$ cat src/core/gpcp_pkg.sv
`default_nettype none
package gpcp_pkg;
	localparam int PINS = 8;
	localparam int SEL_W = 2;
	localparam int ADDR_W = 6;
	// Register byte addresses
	localparam logic [ADDR_W-1:0] OFS_OUT_VALUE = 6'h00;
	localparam logic [ADDR_W-1:0] OFS_DRIVE_ENABLE = 6'h04;
	localparam logic [ADDR_W-1:0] OFS_STRENGTH = 6'h08;
	localparam logic [ADDR_W-1:0] OFS_HIGH_BIAS = 6'h0C;
	localparam logic [ADDR_W-1:0] OFS_LOW_BIAS = 6'h10;
	localparam logic [ADDR_W-1:0] OFS_PIN_LEVEL = 6'h14;
	localparam logic [ADDR_W-1:0] OFS_RECEIVE_GATE = 6'h18;
	localparam logic [ADDR_W-1:0] OFS_FUNC_SELECT = 6'h1C;
	// Reset values and bus response codes
	localparam logic [7:0] RST_BYTE = 8'h00;
	localparam logic [7:0] RST_GATE = 8'hFF;
	localparam logic [15:0] RST_FSEL = 16'h0000;
	localparam logic [31:0] UNMAPPED_DATA = 32'h00000000;
	localparam logic [1:0] RESP_OKAY = 2'h0;
	localparam logic [1:0] RESP_DECODEERROR = 2'h3;
endpackage
`default_nettype wire

$ cat src/core/gpcp_port.sv
// The register addresses and the Avalon-MM slave port were left to the implementer.
`default_nettype none
// ----------------------------------------
// ----------------------------------------
module gpcp_port
#(
	parameter bit ANALOG = 1'b0
) (
	input wire logic clk,
	input wire logic rst,
	input wire logic [gpcp_pkg::ADDR_W-1:0] avs_address,
	input wire logic avs_read,
	input wire logic avs_write,
	input wire logic [31:0] avs_writedata,
	input wire logic [3:0] avs_byteenable,
	output logic [31:0] avs_readdata,
	output logic avs_readdatavalid,
	output logic [1:0] avs_response,
	output logic avs_waitrequest,
	input wire logic [gpcp_pkg::PINS*gpcp_pkg::SEL_W*2-1:0] periph_out,
	input wire logic [gpcp_pkg::PINS*gpcp_pkg::SEL_W*2-1:0] periph_oe,
	input wire logic [gpcp_pkg::PINS-1:0] pad_in,
	output logic [gpcp_pkg::PINS-1:0] pad_out,
	output logic [gpcp_pkg::PINS-1:0] pad_oe,
	output logic [gpcp_pkg::PINS-1:0] pad_strength,
	output logic [gpcp_pkg::PINS-1:0] pad_high_bias,
	output logic [gpcp_pkg::PINS-1:0] pad_low_bias
);
	import gpcp_pkg::*;
	typedef struct packed {
		logic [PINS-1:0] out_value;
		logic [PINS-1:0] drive_enable;
		logic [PINS-1:0] strength_select;
		logic [PINS-1:0] weak_high_bias;
		logic [PINS-1:0] weak_low_bias;
		logic [PINS-1:0] receive_gate;
		logic [PINS*SEL_W-1:0] func_select;
		logic ack;
		logic rvalid;
		logic [31:0] rdata;
		logic [1:0] resp;
	} gpcp_port_t;
	gpcp_port_t state;
	gpcp_port_t next_state;
	logic [PINS-1:0] level;
	logic [PINS-1:0] func_active;
	logic [PINS-1:0] sel_out;
	logic [PINS-1:0] sel_oe;
	// ----------------------------------------
	// Byte-lane write of a per-pin register
	// ----------------------------------------
	function automatic logic [PINS-1:0] lane0(input logic [PINS-1:0] old,
		input logic [31:0] wd, input logic [3:0] be);
		lane0 = be[0] ? wd[PINS-1:0] : old;
	endfunction
	logic req;
	logic mapped;
	assign req = (avs_read || avs_write) && !state.ack;
	always_comb begin
		case (avs_address)
			OFS_OUT_VALUE, OFS_DRIVE_ENABLE, OFS_PIN_LEVEL: mapped = 1'b1;
			OFS_RECEIVE_GATE: mapped = ANALOG;
			OFS_STRENGTH, OFS_HIGH_BIAS, OFS_LOW_BIAS, OFS_FUNC_SELECT: mapped = !ANALOG;
			default: mapped = 1'b0;
		endcase
	end
	always_comb begin
		next_state = state;
		next_state.ack = req;
		next_state.rvalid = req && avs_read;
		next_state.resp = mapped ? RESP_OKAY : RESP_DECODEERROR;
		next_state.rdata = UNMAPPED_DATA;
		if (req && avs_write && mapped) begin
			case (avs_address)
				OFS_OUT_VALUE: next_state.out_value =
					lane0(state.out_value, avs_writedata, avs_byteenable);
				OFS_DRIVE_ENABLE: next_state.drive_enable =
					lane0(state.drive_enable, avs_writedata, avs_byteenable);
				OFS_STRENGTH: next_state.strength_select =
					lane0(state.strength_select, avs_writedata, avs_byteenable);
				OFS_HIGH_BIAS: next_state.weak_high_bias =
					lane0(state.weak_high_bias, avs_writedata, avs_byteenable);
				OFS_LOW_BIAS: next_state.weak_low_bias =
					lane0(state.weak_low_bias, avs_writedata, avs_byteenable);
				OFS_RECEIVE_GATE: next_state.receive_gate =
					lane0(state.receive_gate, avs_writedata, avs_byteenable);
				OFS_FUNC_SELECT: begin
					if (avs_byteenable[0]) begin
						next_state.func_select[7:0] = avs_writedata[7:0];
					end
					if (avs_byteenable[1]) begin
						next_state.func_select[15:8] = avs_writedata[15:8];
					end
				end
				default: next_state.rdata = UNMAPPED_DATA;
			endcase
		end
		if (req && avs_read && mapped) begin
			case (avs_address)
				OFS_OUT_VALUE: next_state.rdata = {24'h000000, state.out_value};
				OFS_DRIVE_ENABLE: next_state.rdata = {24'h000000, state.drive_enable};
				OFS_STRENGTH: next_state.rdata = {24'h000000, state.strength_select};
				OFS_HIGH_BIAS: next_state.rdata = {24'h000000, state.weak_high_bias};
				OFS_LOW_BIAS: next_state.rdata = {24'h000000, state.weak_low_bias};
				OFS_PIN_LEVEL: next_state.rdata = {24'h000000, level};
				OFS_RECEIVE_GATE: next_state.rdata = {24'h000000, state.receive_gate};
				OFS_FUNC_SELECT: next_state.rdata = {16'h0000, state.func_select};
				default: next_state.rdata = UNMAPPED_DATA;
			endcase
		end
		// Analog port has no such storage; keep it constant
		if (ANALOG) begin
			next_state.strength_select = RST_BYTE;
			next_state.weak_high_bias = RST_BYTE;
			next_state.weak_low_bias = RST_BYTE;
			next_state.func_select = RST_FSEL;
		end else begin
			next_state.receive_gate = RST_GATE;
		end
	end
	always_ff @(posedge clk) begin
		if (rst) begin
			state.out_value <= RST_BYTE;
			state.drive_enable <= RST_BYTE;
			state.strength_select <= RST_BYTE;
			state.weak_high_bias <= RST_BYTE;
			state.weak_low_bias <= RST_BYTE;
			state.receive_gate <= ANALOG ? RST_BYTE : RST_GATE;
			state.func_select <= RST_FSEL;
			state.ack <= 1'b0;
			state.rvalid <= 1'b0;
			state.rdata <= UNMAPPED_DATA;
			state.resp <= RESP_OKAY;
		end else begin
			state <= next_state;
		end
	end
	// Answer one cycle after the request; waitrequest drops combinationally on ack
	assign avs_waitrequest = (avs_read || avs_write) && !state.ack;
	assign avs_readdata = state.rdata;
	assign avs_readdatavalid = state.rvalid;
	assign avs_response = state.resp;
	// ----------------------------------------
	// Pins
	// ----------------------------------------
	// Slot k-1 of a pin's field feeds peripheral k; the top slot stays spare
	// Select 0 returns 0 so no slot index ever leaves the bus
	function automatic logic pick(input logic [PINS*SEL_W*2-1:0] v, input int pin,
		input logic [SEL_W-1:0] sel);
		pick = 1'b0;
		if (sel != '0) begin
			pick = v[pin*SEL_W*2 + int'(sel) - 1];
		end
	endfunction
	always_comb begin
		for (int i = 0; i < PINS; i++) begin
			func_active[i] = state.func_select[i*SEL_W +: SEL_W] != '0;
			sel_out[i] = pick(periph_out, i, state.func_select[i*SEL_W +: SEL_W]);
			sel_oe[i] = pick(periph_oe, i, state.func_select[i*SEL_W +: SEL_W]);
		end
	end
	genvar g;
	generate
		for (g = 0; g < PINS; g++) begin : g_pin
			gpcp_pin_cell #(.ANALOG(ANALOG)) u_cell (
				.clk(clk),
				.rst(rst),
				.out_value(state.out_value[g]),
				.drive_enable(state.drive_enable[g]),
				.func_active(func_active[g]),
				.periph_out(sel_out[g]),
				.periph_oe(sel_oe[g]),
				.receive_gate(state.receive_gate[g]),
				.pad_in(pad_in[g]),
				.pad_out(pad_out[g]),
				.pad_oe(pad_oe[g]),
				.level(level[g])
			);
		end
	endgenerate
	// Strength only reaches the pad while the pad is driven
	assign pad_strength = state.strength_select & pad_oe;
	assign pad_high_bias = state.weak_high_bias;
	assign pad_low_bias = state.weak_low_bias;
	// ----------------------------------------
	// Checks
	// ----------------------------------------
	chk_reset_all_zero: assert property (@(posedge clk) rst |=>
		pad_oe == '0 && pad_out == '0 && pad_strength == '0 && pad_high_bias == '0
		&& pad_low_bias == '0 && state.func_select == '0)
		else $error("controls not zero after reset");
	chk_level_tracks_pad: assert property (@(posedge clk) disable iff (rst)
		!ANALOG && !$past(rst) |-> level == $past(pad_in))
		else $error("level register does not track pad");
	chk_gate_masks_level: assert property (@(posedge clk) disable iff (rst)
		ANALOG && !$past(rst) |-> level == $past(pad_in & state.receive_gate))
		else $error("gated level does not follow pad");
	chk_level_read: assert property (@(posedge clk) disable iff (rst)
		$past(req && avs_read && avs_address == OFS_PIN_LEVEL) |-> avs_readdata == {24'h000000, $past(level)})
		else $error("level read returns stale data");
	chk_analog_no_extras: assert property (@(posedge clk) disable iff (rst)
		ANALOG |-> pad_strength == '0 && pad_low_bias == '0 && pad_high_bias == '0
		&& state.func_select == '0)
		else $error("analog port has extra controls");
	chk_write_byte: assert property (@(posedge clk) disable iff (rst)
		req && avs_write && avs_address == OFS_DRIVE_ENABLE && avs_byteenable[0]
		|=> state.drive_enable == $past(avs_writedata[7:0]))
		else $error("byte write not taken");
endmodule
`default_nettype wire

$ cat src/core/gpcp_pin_cell.sv
`default_nettype none
// ----------------------------------------
// Per-pin output and input path
// ----------------------------------------
module gpcp_pin_cell #(
	parameter bit ANALOG = 1'b0
) (
	input wire logic clk,
	input wire logic rst,
	input wire logic out_value,
	input wire logic drive_enable,
	input wire logic func_active,
	input wire logic periph_out,
	input wire logic periph_oe,
	input wire logic receive_gate,
	input wire logic pad_in,
	output logic pad_out,
	output logic pad_oe,
	output logic level
);
	typedef struct packed {
		logic out;
		logic oe;
		logic lvl;
	} gpcp_cell_t;
	gpcp_cell_t state;
	gpcp_cell_t next_state;
	always_comb begin
		next_state = state;
		if (func_active && !ANALOG) begin
			next_state.out = periph_out;
			next_state.oe = periph_oe;
		end else begin
			next_state.out = out_value;
			next_state.oe = drive_enable;
		end
		// Gated input reads 0 so a floating analog node costs no power
		next_state.lvl = ANALOG ? (pad_in & receive_gate) : pad_in;
	end
	always_ff @(posedge clk) begin
		if (rst) begin
			state <= '0;
		end else begin
			state <= next_state;
		end
	end
	assign pad_out = state.out;
	assign pad_oe = state.oe;
	assign level = state.lvl;
	chk_drive_follows_value: assert property (@(posedge clk) disable iff (rst)
		$past(drive_enable) && !$past(func_active) |-> pad_oe && pad_out == $past(out_value))
		else $error("pin does not drive output value");
	chk_periph_routes: assert property (@(posedge clk) disable iff (rst)
		$past(func_active) |-> pad_oe == $past(periph_oe) && pad_out == $past(periph_out))
		else $error("pin does not follow peripheral");
	chk_input_released: assert property (@(posedge clk) disable iff (rst)
		!$past(drive_enable) && !$past(func_active) |-> !pad_oe)
		else $error("input pin still driven");
endmodule
`default_nettype wire

$ cat config.mk
export PLATFORM = sky130hd
export DESIGN_NAME = gpcp_port
export DESIGN_NICKNAME = d
export VERILOG_FILES = /design/src/core/gpcp_pkg.sv /design/src/core/gpcp_port.sv /design/src/core/gpcp_pin_cell.sv
export SDC_FILE = /design/constraint.sdc
export NUM_CORES = 1
export LEC_CHECK = 0
export ABC_AREA = 1
export ABC_CLOCK_PERIOD_IN_PS = 3000
export BUFFER_PORTS_ARGS = -buffer_cell sky130_fd_sc_hd__buf_2
export CAP_MARGIN = 20
export CORE_UTILIZATION = 54
export DETAILED_ROUTE_END_ITERATION = 6
export PLACE_DENSITY = 0.86
export SYNTH_ARGS = -nofsm -noshare
export SYNTH_HDL_FRONTEND = slang
export SYNTH_SLANG_ARGS = --single-unit
$ cat constraint.sdc
create_clock -name clk -period 3 [get_ports clk]
set_input_delay 0.6 -clock clk [delete_from_list [all_inputs] [get_ports clk]]
set_output_delay 0.6 -clock clk [all_outputs]
set_load 0.05 [all_outputs]
Word level (Yosys, flattened, before mapping)
Memories as Yosys holds them, arrays and structs flattened. Cells that the tools add are included.

Multiplexer cells: 59. Bitwise logic cells: 2. $add $sub $neg: 15. Div/mod/pow operators: 0. Order comparisons: 8. Reduce and logical (&&, ||, !) cells: 24. $mul: 0. Equality and inequality tests: 7. Shifts and indexed selects: 0.

Operators with widths (count): 16-bit one-hot mux with 8 select lines (1); 1-bit binary-select mux with 5-bit select (16); 1-bit 2-to-1 mux (33); 7-bit < comparator, second input constant (4); 6-bit by 1-bit subtractor with 7-bit output, second input constant (4); 5-bit by 2-bit adder with 6-bit output, first input constant (4); 6-bit by 5-bit equality test with 1-bit output, second input constant (4); 3-bit AND reduction (7); 2-bit 2-to-1 mux (9); 2-bit nonzero test (8); 6-bit by 7-bit < comparator with 1-bit output, second input constant (2); 6-bit by 4-bit equality test with 1-bit output, second input constant (2); 5-bit by 1-bit subtractor with 6-bit output, second input constant (2); 4-bit by 2-bit adder with 5-bit output, first input constant (2); 8-bit bitwise AND (1); 3-bit by 7-bit < comparator with 1-bit output, second input constant (1); 5-bit by 7-bit < comparator with 1-bit output, second input constant (1); 6-bit by 3-bit equality test with 1-bit output, second input constant (1); 6-bit zero test (1); 1-bit logical AND (5); 4-bit by 1-bit subtractor with 5-bit output, second input constant (1); 3-bit by 2-bit adder with 4-bit output, first input constant (1); 2-bit by 1-bit subtractor with 3-bit output, second input constant (1); 2-bit OR reduction (1); other kinds (3) (3).

Memories kept: 1. Bits in registers: 124. Memory bits (read-only): 32. Bits in latches: 0. Output and inout bits: 76. Bits in writable memories: 0.

Memories: (no name shown) (words 32, bits a word 1, read ports 1, clocked after Yosys merged registers in 0, write ports 0, RTL line gpcp_port.sv:60) `case (avs_address)`.

Logic depth before layout (Yosys ltp)
Word-level depth: 6. Mapped depth: 9. Mapped depth without buffers: 8.

By module
From an unflattened synthesis, not the netlist that was laid out.

Cell total of the unflattened synthesis: 867. Area, all modules: 5541.6 um^2.

Modules (own cells, without submodules): gpcp_port (area an instance 4670.7 um^2, cells each 739, times used 1); gpcp_pin_cell (area an instance 108.9 um^2, cells each 16, times used 8).

Worst setup path after synthesis
No wires, ideal clock.

Kind: input to register. Start point: in avs_address[0] (netlist name). End point: reg state[43] (netlist name). Path slack: 1.350 ns. Data required time: 2.887 ns. Arrival: 1.538 ns. Stages: 9. Cell sequence: inv_1 nand2_1 nor2_4 nand3_2 nor2_1 buf_2 nand3_1 nand2_1 nor2_1.

Cells in the longest elaborated chain, start to end: 4. Elaborated cells between the ends (all ways): 5.

RTL lines: start: declaration (RTL line gpcp_port.sv:11) `input wire logic [gpcp_pkg::ADDR_W-1:0] avs_address,`; memory 32 x 1 bit; 1-bit 2-to-1 mux (RTL line gpcp_port.sv:60); 1-bit logical AND (RTL line gpcp_port.sv:73) `if (req && avs_write && mapped) begin`; 3-bit AND reduction (no source line) *; end signal: assignment (RTL line gpcp_port.sv:135) `state <= next_state;`; end: declaration (RTL line gpcp_port.sv:43) `gpcp_port_t state;`.

Mark *: on every way between the ends. The rest lies on a longest branch, timed or not. A chain may end at the register's enable or synchronous reset.

Final worst setup path
Start point: in avs_address[3] (netlist name). End point: reg state (netlist bit avs_readdata[7]).

Cells in the longest elaborated chain, start to end: 5. Elaborated cells between the ends (all ways): 14.

RTL lines: memory 32 x 1 bit; 1-bit 2-to-1 mux (RTL line gpcp_port.sv:60); 1-bit logical AND (RTL line gpcp_port.sv:98) `if (req && avs_read && mapped) begin`; 1-bit inverter (no source line); 2-bit OR reduction (no source line).

Parallel ways exist; a longest one is shown, timed or not.

==> key figures <==
Run status
  – Outcome: completed

Global routing
  – Met2 usage: 0.440
  – Grt ovf: 0
  – Overall Global Routing Usage: 0.270
  – GRT met3 Usage: 0.0549
  – GR peak layer: met2
  – Vias in the first global route: ~4600
  – Initial antenna violation count: 0
  – First-pass GRT wire length: 21900 um
  – GR met1 Demand/Resource: 0.357
  – Largest net degree at the start of global routing: 54

Worst hold path
  – Type of the tightest min-delay check: in -> reg

Setup path
  – CP Capture Type: register
  – Worst setup path endpoint: avs_readdata[7]
  – CP max FO: 10
  – Required time worst endpoint: 3270 ps
  – Worst setup path startpoint: avs_address[3]
  – CP max-delay cell: nand3_1
  – Reg-to-reg slack, setup: 1370 ps
  – Critical Path, Cell by Cell: buf_2 -> inv_1 -> nor2_2 -> nand3_1 -> nand2_1 -> nor2_1 -> a21oi_1
  – RR Startpoint: state[35]
  – Crit Path Class: in -> reg
  – WP data arrival: 2150 ps
  – Reg2Reg Depth: 9
  – Critical Path Start Type: input pin
  – Slowest cell delay on critical path: about 450 ps
  – FF-to-FF End: state[79]

Layout
  – Layout cells sized above 1: 0.228
  – Diodes inserted: 0
  – Area of the multi-input gates: 2570 sq um
  – Area growth syn-to-layout: 11.9%
  – Fin util: 0.626
  – Final Cell Area: roughly 6100 sq um
  – Register Area: 1980 sq um
  – Post-route insts no fill: ~1100
  – # fillers: 948
  – Nets: roughly 1100

STA
  – Worst rel slew slack: 0.522
  – Final Hold Fails: 0
  – Tmin final: roughly 1900 ps
  – Slew @ Worst Pin: about 720 ps
  – Clk_skew: around 11 ps
  – Slew Viols, Final: 0
  – RSZ-0062 raised after global routing: no
  – Final setup vio count: 0
  – TNS Setup: 0 ps
  – Peak Freq: between 500 and 600 MHz
  – Period utilisation layout: 0.628

Route
  – Drt total wl: 14000 um
  – First-pass iteration count of the detailed router: 6
  – Post-detailed-route wirelength per cell: between 10 and 15 um
  – Initial drt markers: 504
  – Final ANT Viol Nets: 0
  – Vias/cell: ~5.0
  – DRC errors left: 0
  – Vias: around 5400

Power and ir drop
  – Pwr Density: just under 400 nW/um^2
  – Pleak: between 0.003 and 0.004 uW
  – Max VDD drop: roughly 0.33 mV
  – Pwr Total: approximately 2400 uW

Place
  – Dpl cells: 1051
  – DP Wirelength: ~10000 um
  – Port Buf Inserts: between 150 and 200
  – Routability Congestion: between 0.8 and 0.9
  – DP Area: slightly below 6000 sq um

Yosys
  – Mapped Avg Cell Area: 6.64 sq um
  – Area leader, netlist: dfxtp_1
  – Cell count after synthesis: slightly above 800
  – Distinct cells, synth: 26
  – Seq cells post-synth: slightly below 100
  – Share of the synthesized area in the top cell type: 0.361
  – Syn. warnings: 0
  – Seq/Total Area, Yosys: 0.361
  – Cell Area, Synth: 5490 sq um
  – Dominant cells by area after synthesis: dfxtp_1 (36%), nor2_1 (13%), buf_4 (9.4%)

CTS
  – CTS tree: built
  – H-tree levels: 3
  – Post-cts resize count: 0
  – CTS Buf Count: 9
  – Number of clock sinks: 99
  – Reg clk slew, reported paths: 100 ps
  – Deepest clock path buffer count: 2
  – CTS Hold Bufs: 0
  – Worst-skew pair later-pin latency: 370 ps
  – Post-CTS Setup Bufs: 0
  – Root Buffer: clkbuf_8

Floorplanning
  – Core region area: slightly below 10000 sq um
  – Die Wd: approximately 100 um
  – Initial Util: 0.559
  – Die Y-Extent: around 100 um
  – Die area: 10600 sq um
  – Io pins: between 150 and 200
  – FP Rows: 36

Job
  – Max cap viols: 0
state kept, by name, summed over array words and instances (netlist names):
signal	cells
avs_readdata	16
avs_readdatavalid	1
avs_response	1
g_pin.u_cell.level	8
g_pin.u_cell.pad_oe	8
g_pin.u_cell.pad_out	8
pad_high_bias	8
pad_low_bias	8
state	41
critical path, delay by kind of cell:
| family | cells | cell delay, ps |
|---|---|---|
| buffers and inverters | 2 | 200 |
| AND/OR/NAND/NOR | 4 | 1170 |
| AO/OA/AOI/OAI | 1 | 180 |
stage by stage:
step | worst slack, ps | hold slack, ps
2_1_floorplan | 1350 | 443
5_1_grt | 970 | 432
3_3_place_gp | 834 | 466
3_5_place_dp | 806 | 466
6_report | 1120 | 424
4_1_cts | 1190 | 423
synthesized netlist by cell type:
| master | number |
|---|---|
| nor2_2 | 7 |
| buf_1 | 2 |
| nand3_1 | 74 |
| ha_1 | 8 |
| nor2_4 | 9 |
| nand3_2 | 1 |
| nand3b_2 | 1 |
| clkbuf_1 | 8 |
| nor2_1 | 189 |
| inv_1 | 94 |
| clkinv_2 | 1 |
| nand2_2 | 2 |
| a21oi_1 | 25 |
| dfxtp_1 | 99 |
| buf_2 | 12 |
| nand4_4 | 1 |
| conb_1 | 1 |
| nand2_1 | 121 |
| inv_2 | 3 |
| o21ai_0 | 64 |
| nor3_4 | 1 |
| nand3_4 | 1 |
| nand4_1 | 25 |
| buf_4 | 69 |
| buf_6 | 1 |
| nor3_1 | 8 |
per-layer routing:
metal / vias to the layer above / wire, um
met5: - / 0
met4: 0 / 241
met3: 33 / 1370
met2: 252 / 6430
met1: 2340 / 6000
li1: 2738 / -
power by group:
part	internal [uW]	total (uW)	leakage, uW	switching (uW)
clock network	351	835	0.0000997	484
logic	84.0	273	0.00224	189
registers	1320	1330	0.000800	3.03
total	1760	2430	0.00314	677
worst min-delay path by stage:
stage,startpoint,to,slack [ps],cells after the start
detailed placement,state[49],avs_readdata[13],470,2
global placement,state[49],state[49],470,2
CTS,pad_in[2],g_pin[2].u_cell.level,420,3
global route,pad_in[2],g_pin[2].u_cell.level,430,3
finish,pad_in[2],g_pin[2].u_cell.level,420,3
floorplan,state[47],avs_readdata[11],440,2
cell usage in the layout (no fill, tap or decap):
cell type	n
nand2_2	2
a21oi_1	25
nor3_4	1
nor2_2	9
nand4_1	25
buf_4	9
nor2_4	9
dfxtp_1	99
nor2_1	187
clkbuf_8	11
nand3b_2	1
inv_2	3
nand3_4	1
nand3_2	1
nor3_1	8
clkinv_4	2
conb_1	16
o21ai_0	64
clkinv_2	3
inv_1	94
nand4_4	1
nand3_1	74
ha_1	8
inv_6	1
buf_2	159
nand2_1	121
cells by family after synthesis:
family                     count (synthesis)  share of synthesized area
and+or+nand+nor                          440                      0.358
adders and majority gates                  8                     0.0182
buffers and inverters                    190                      0.181
DFF                                       99                      0.361
other                                      1                   0.000683
AOI/OAI and AO/OA                         89                     0.0811
cell type report:
class | instances | share of cell area
Clock buffer | 11 | 0.0246
Clock inverter | 5 | 0.00591
Inverter | 98 | 0.0601
Multi-Input combinational cell | 553 | 0.419
Sequential cell | 99 | 0.323
Tap cell | 133 | 0.0271
Timing Repair Buffer | 168 | 0.141
Power figures use the tool's default switching activity.
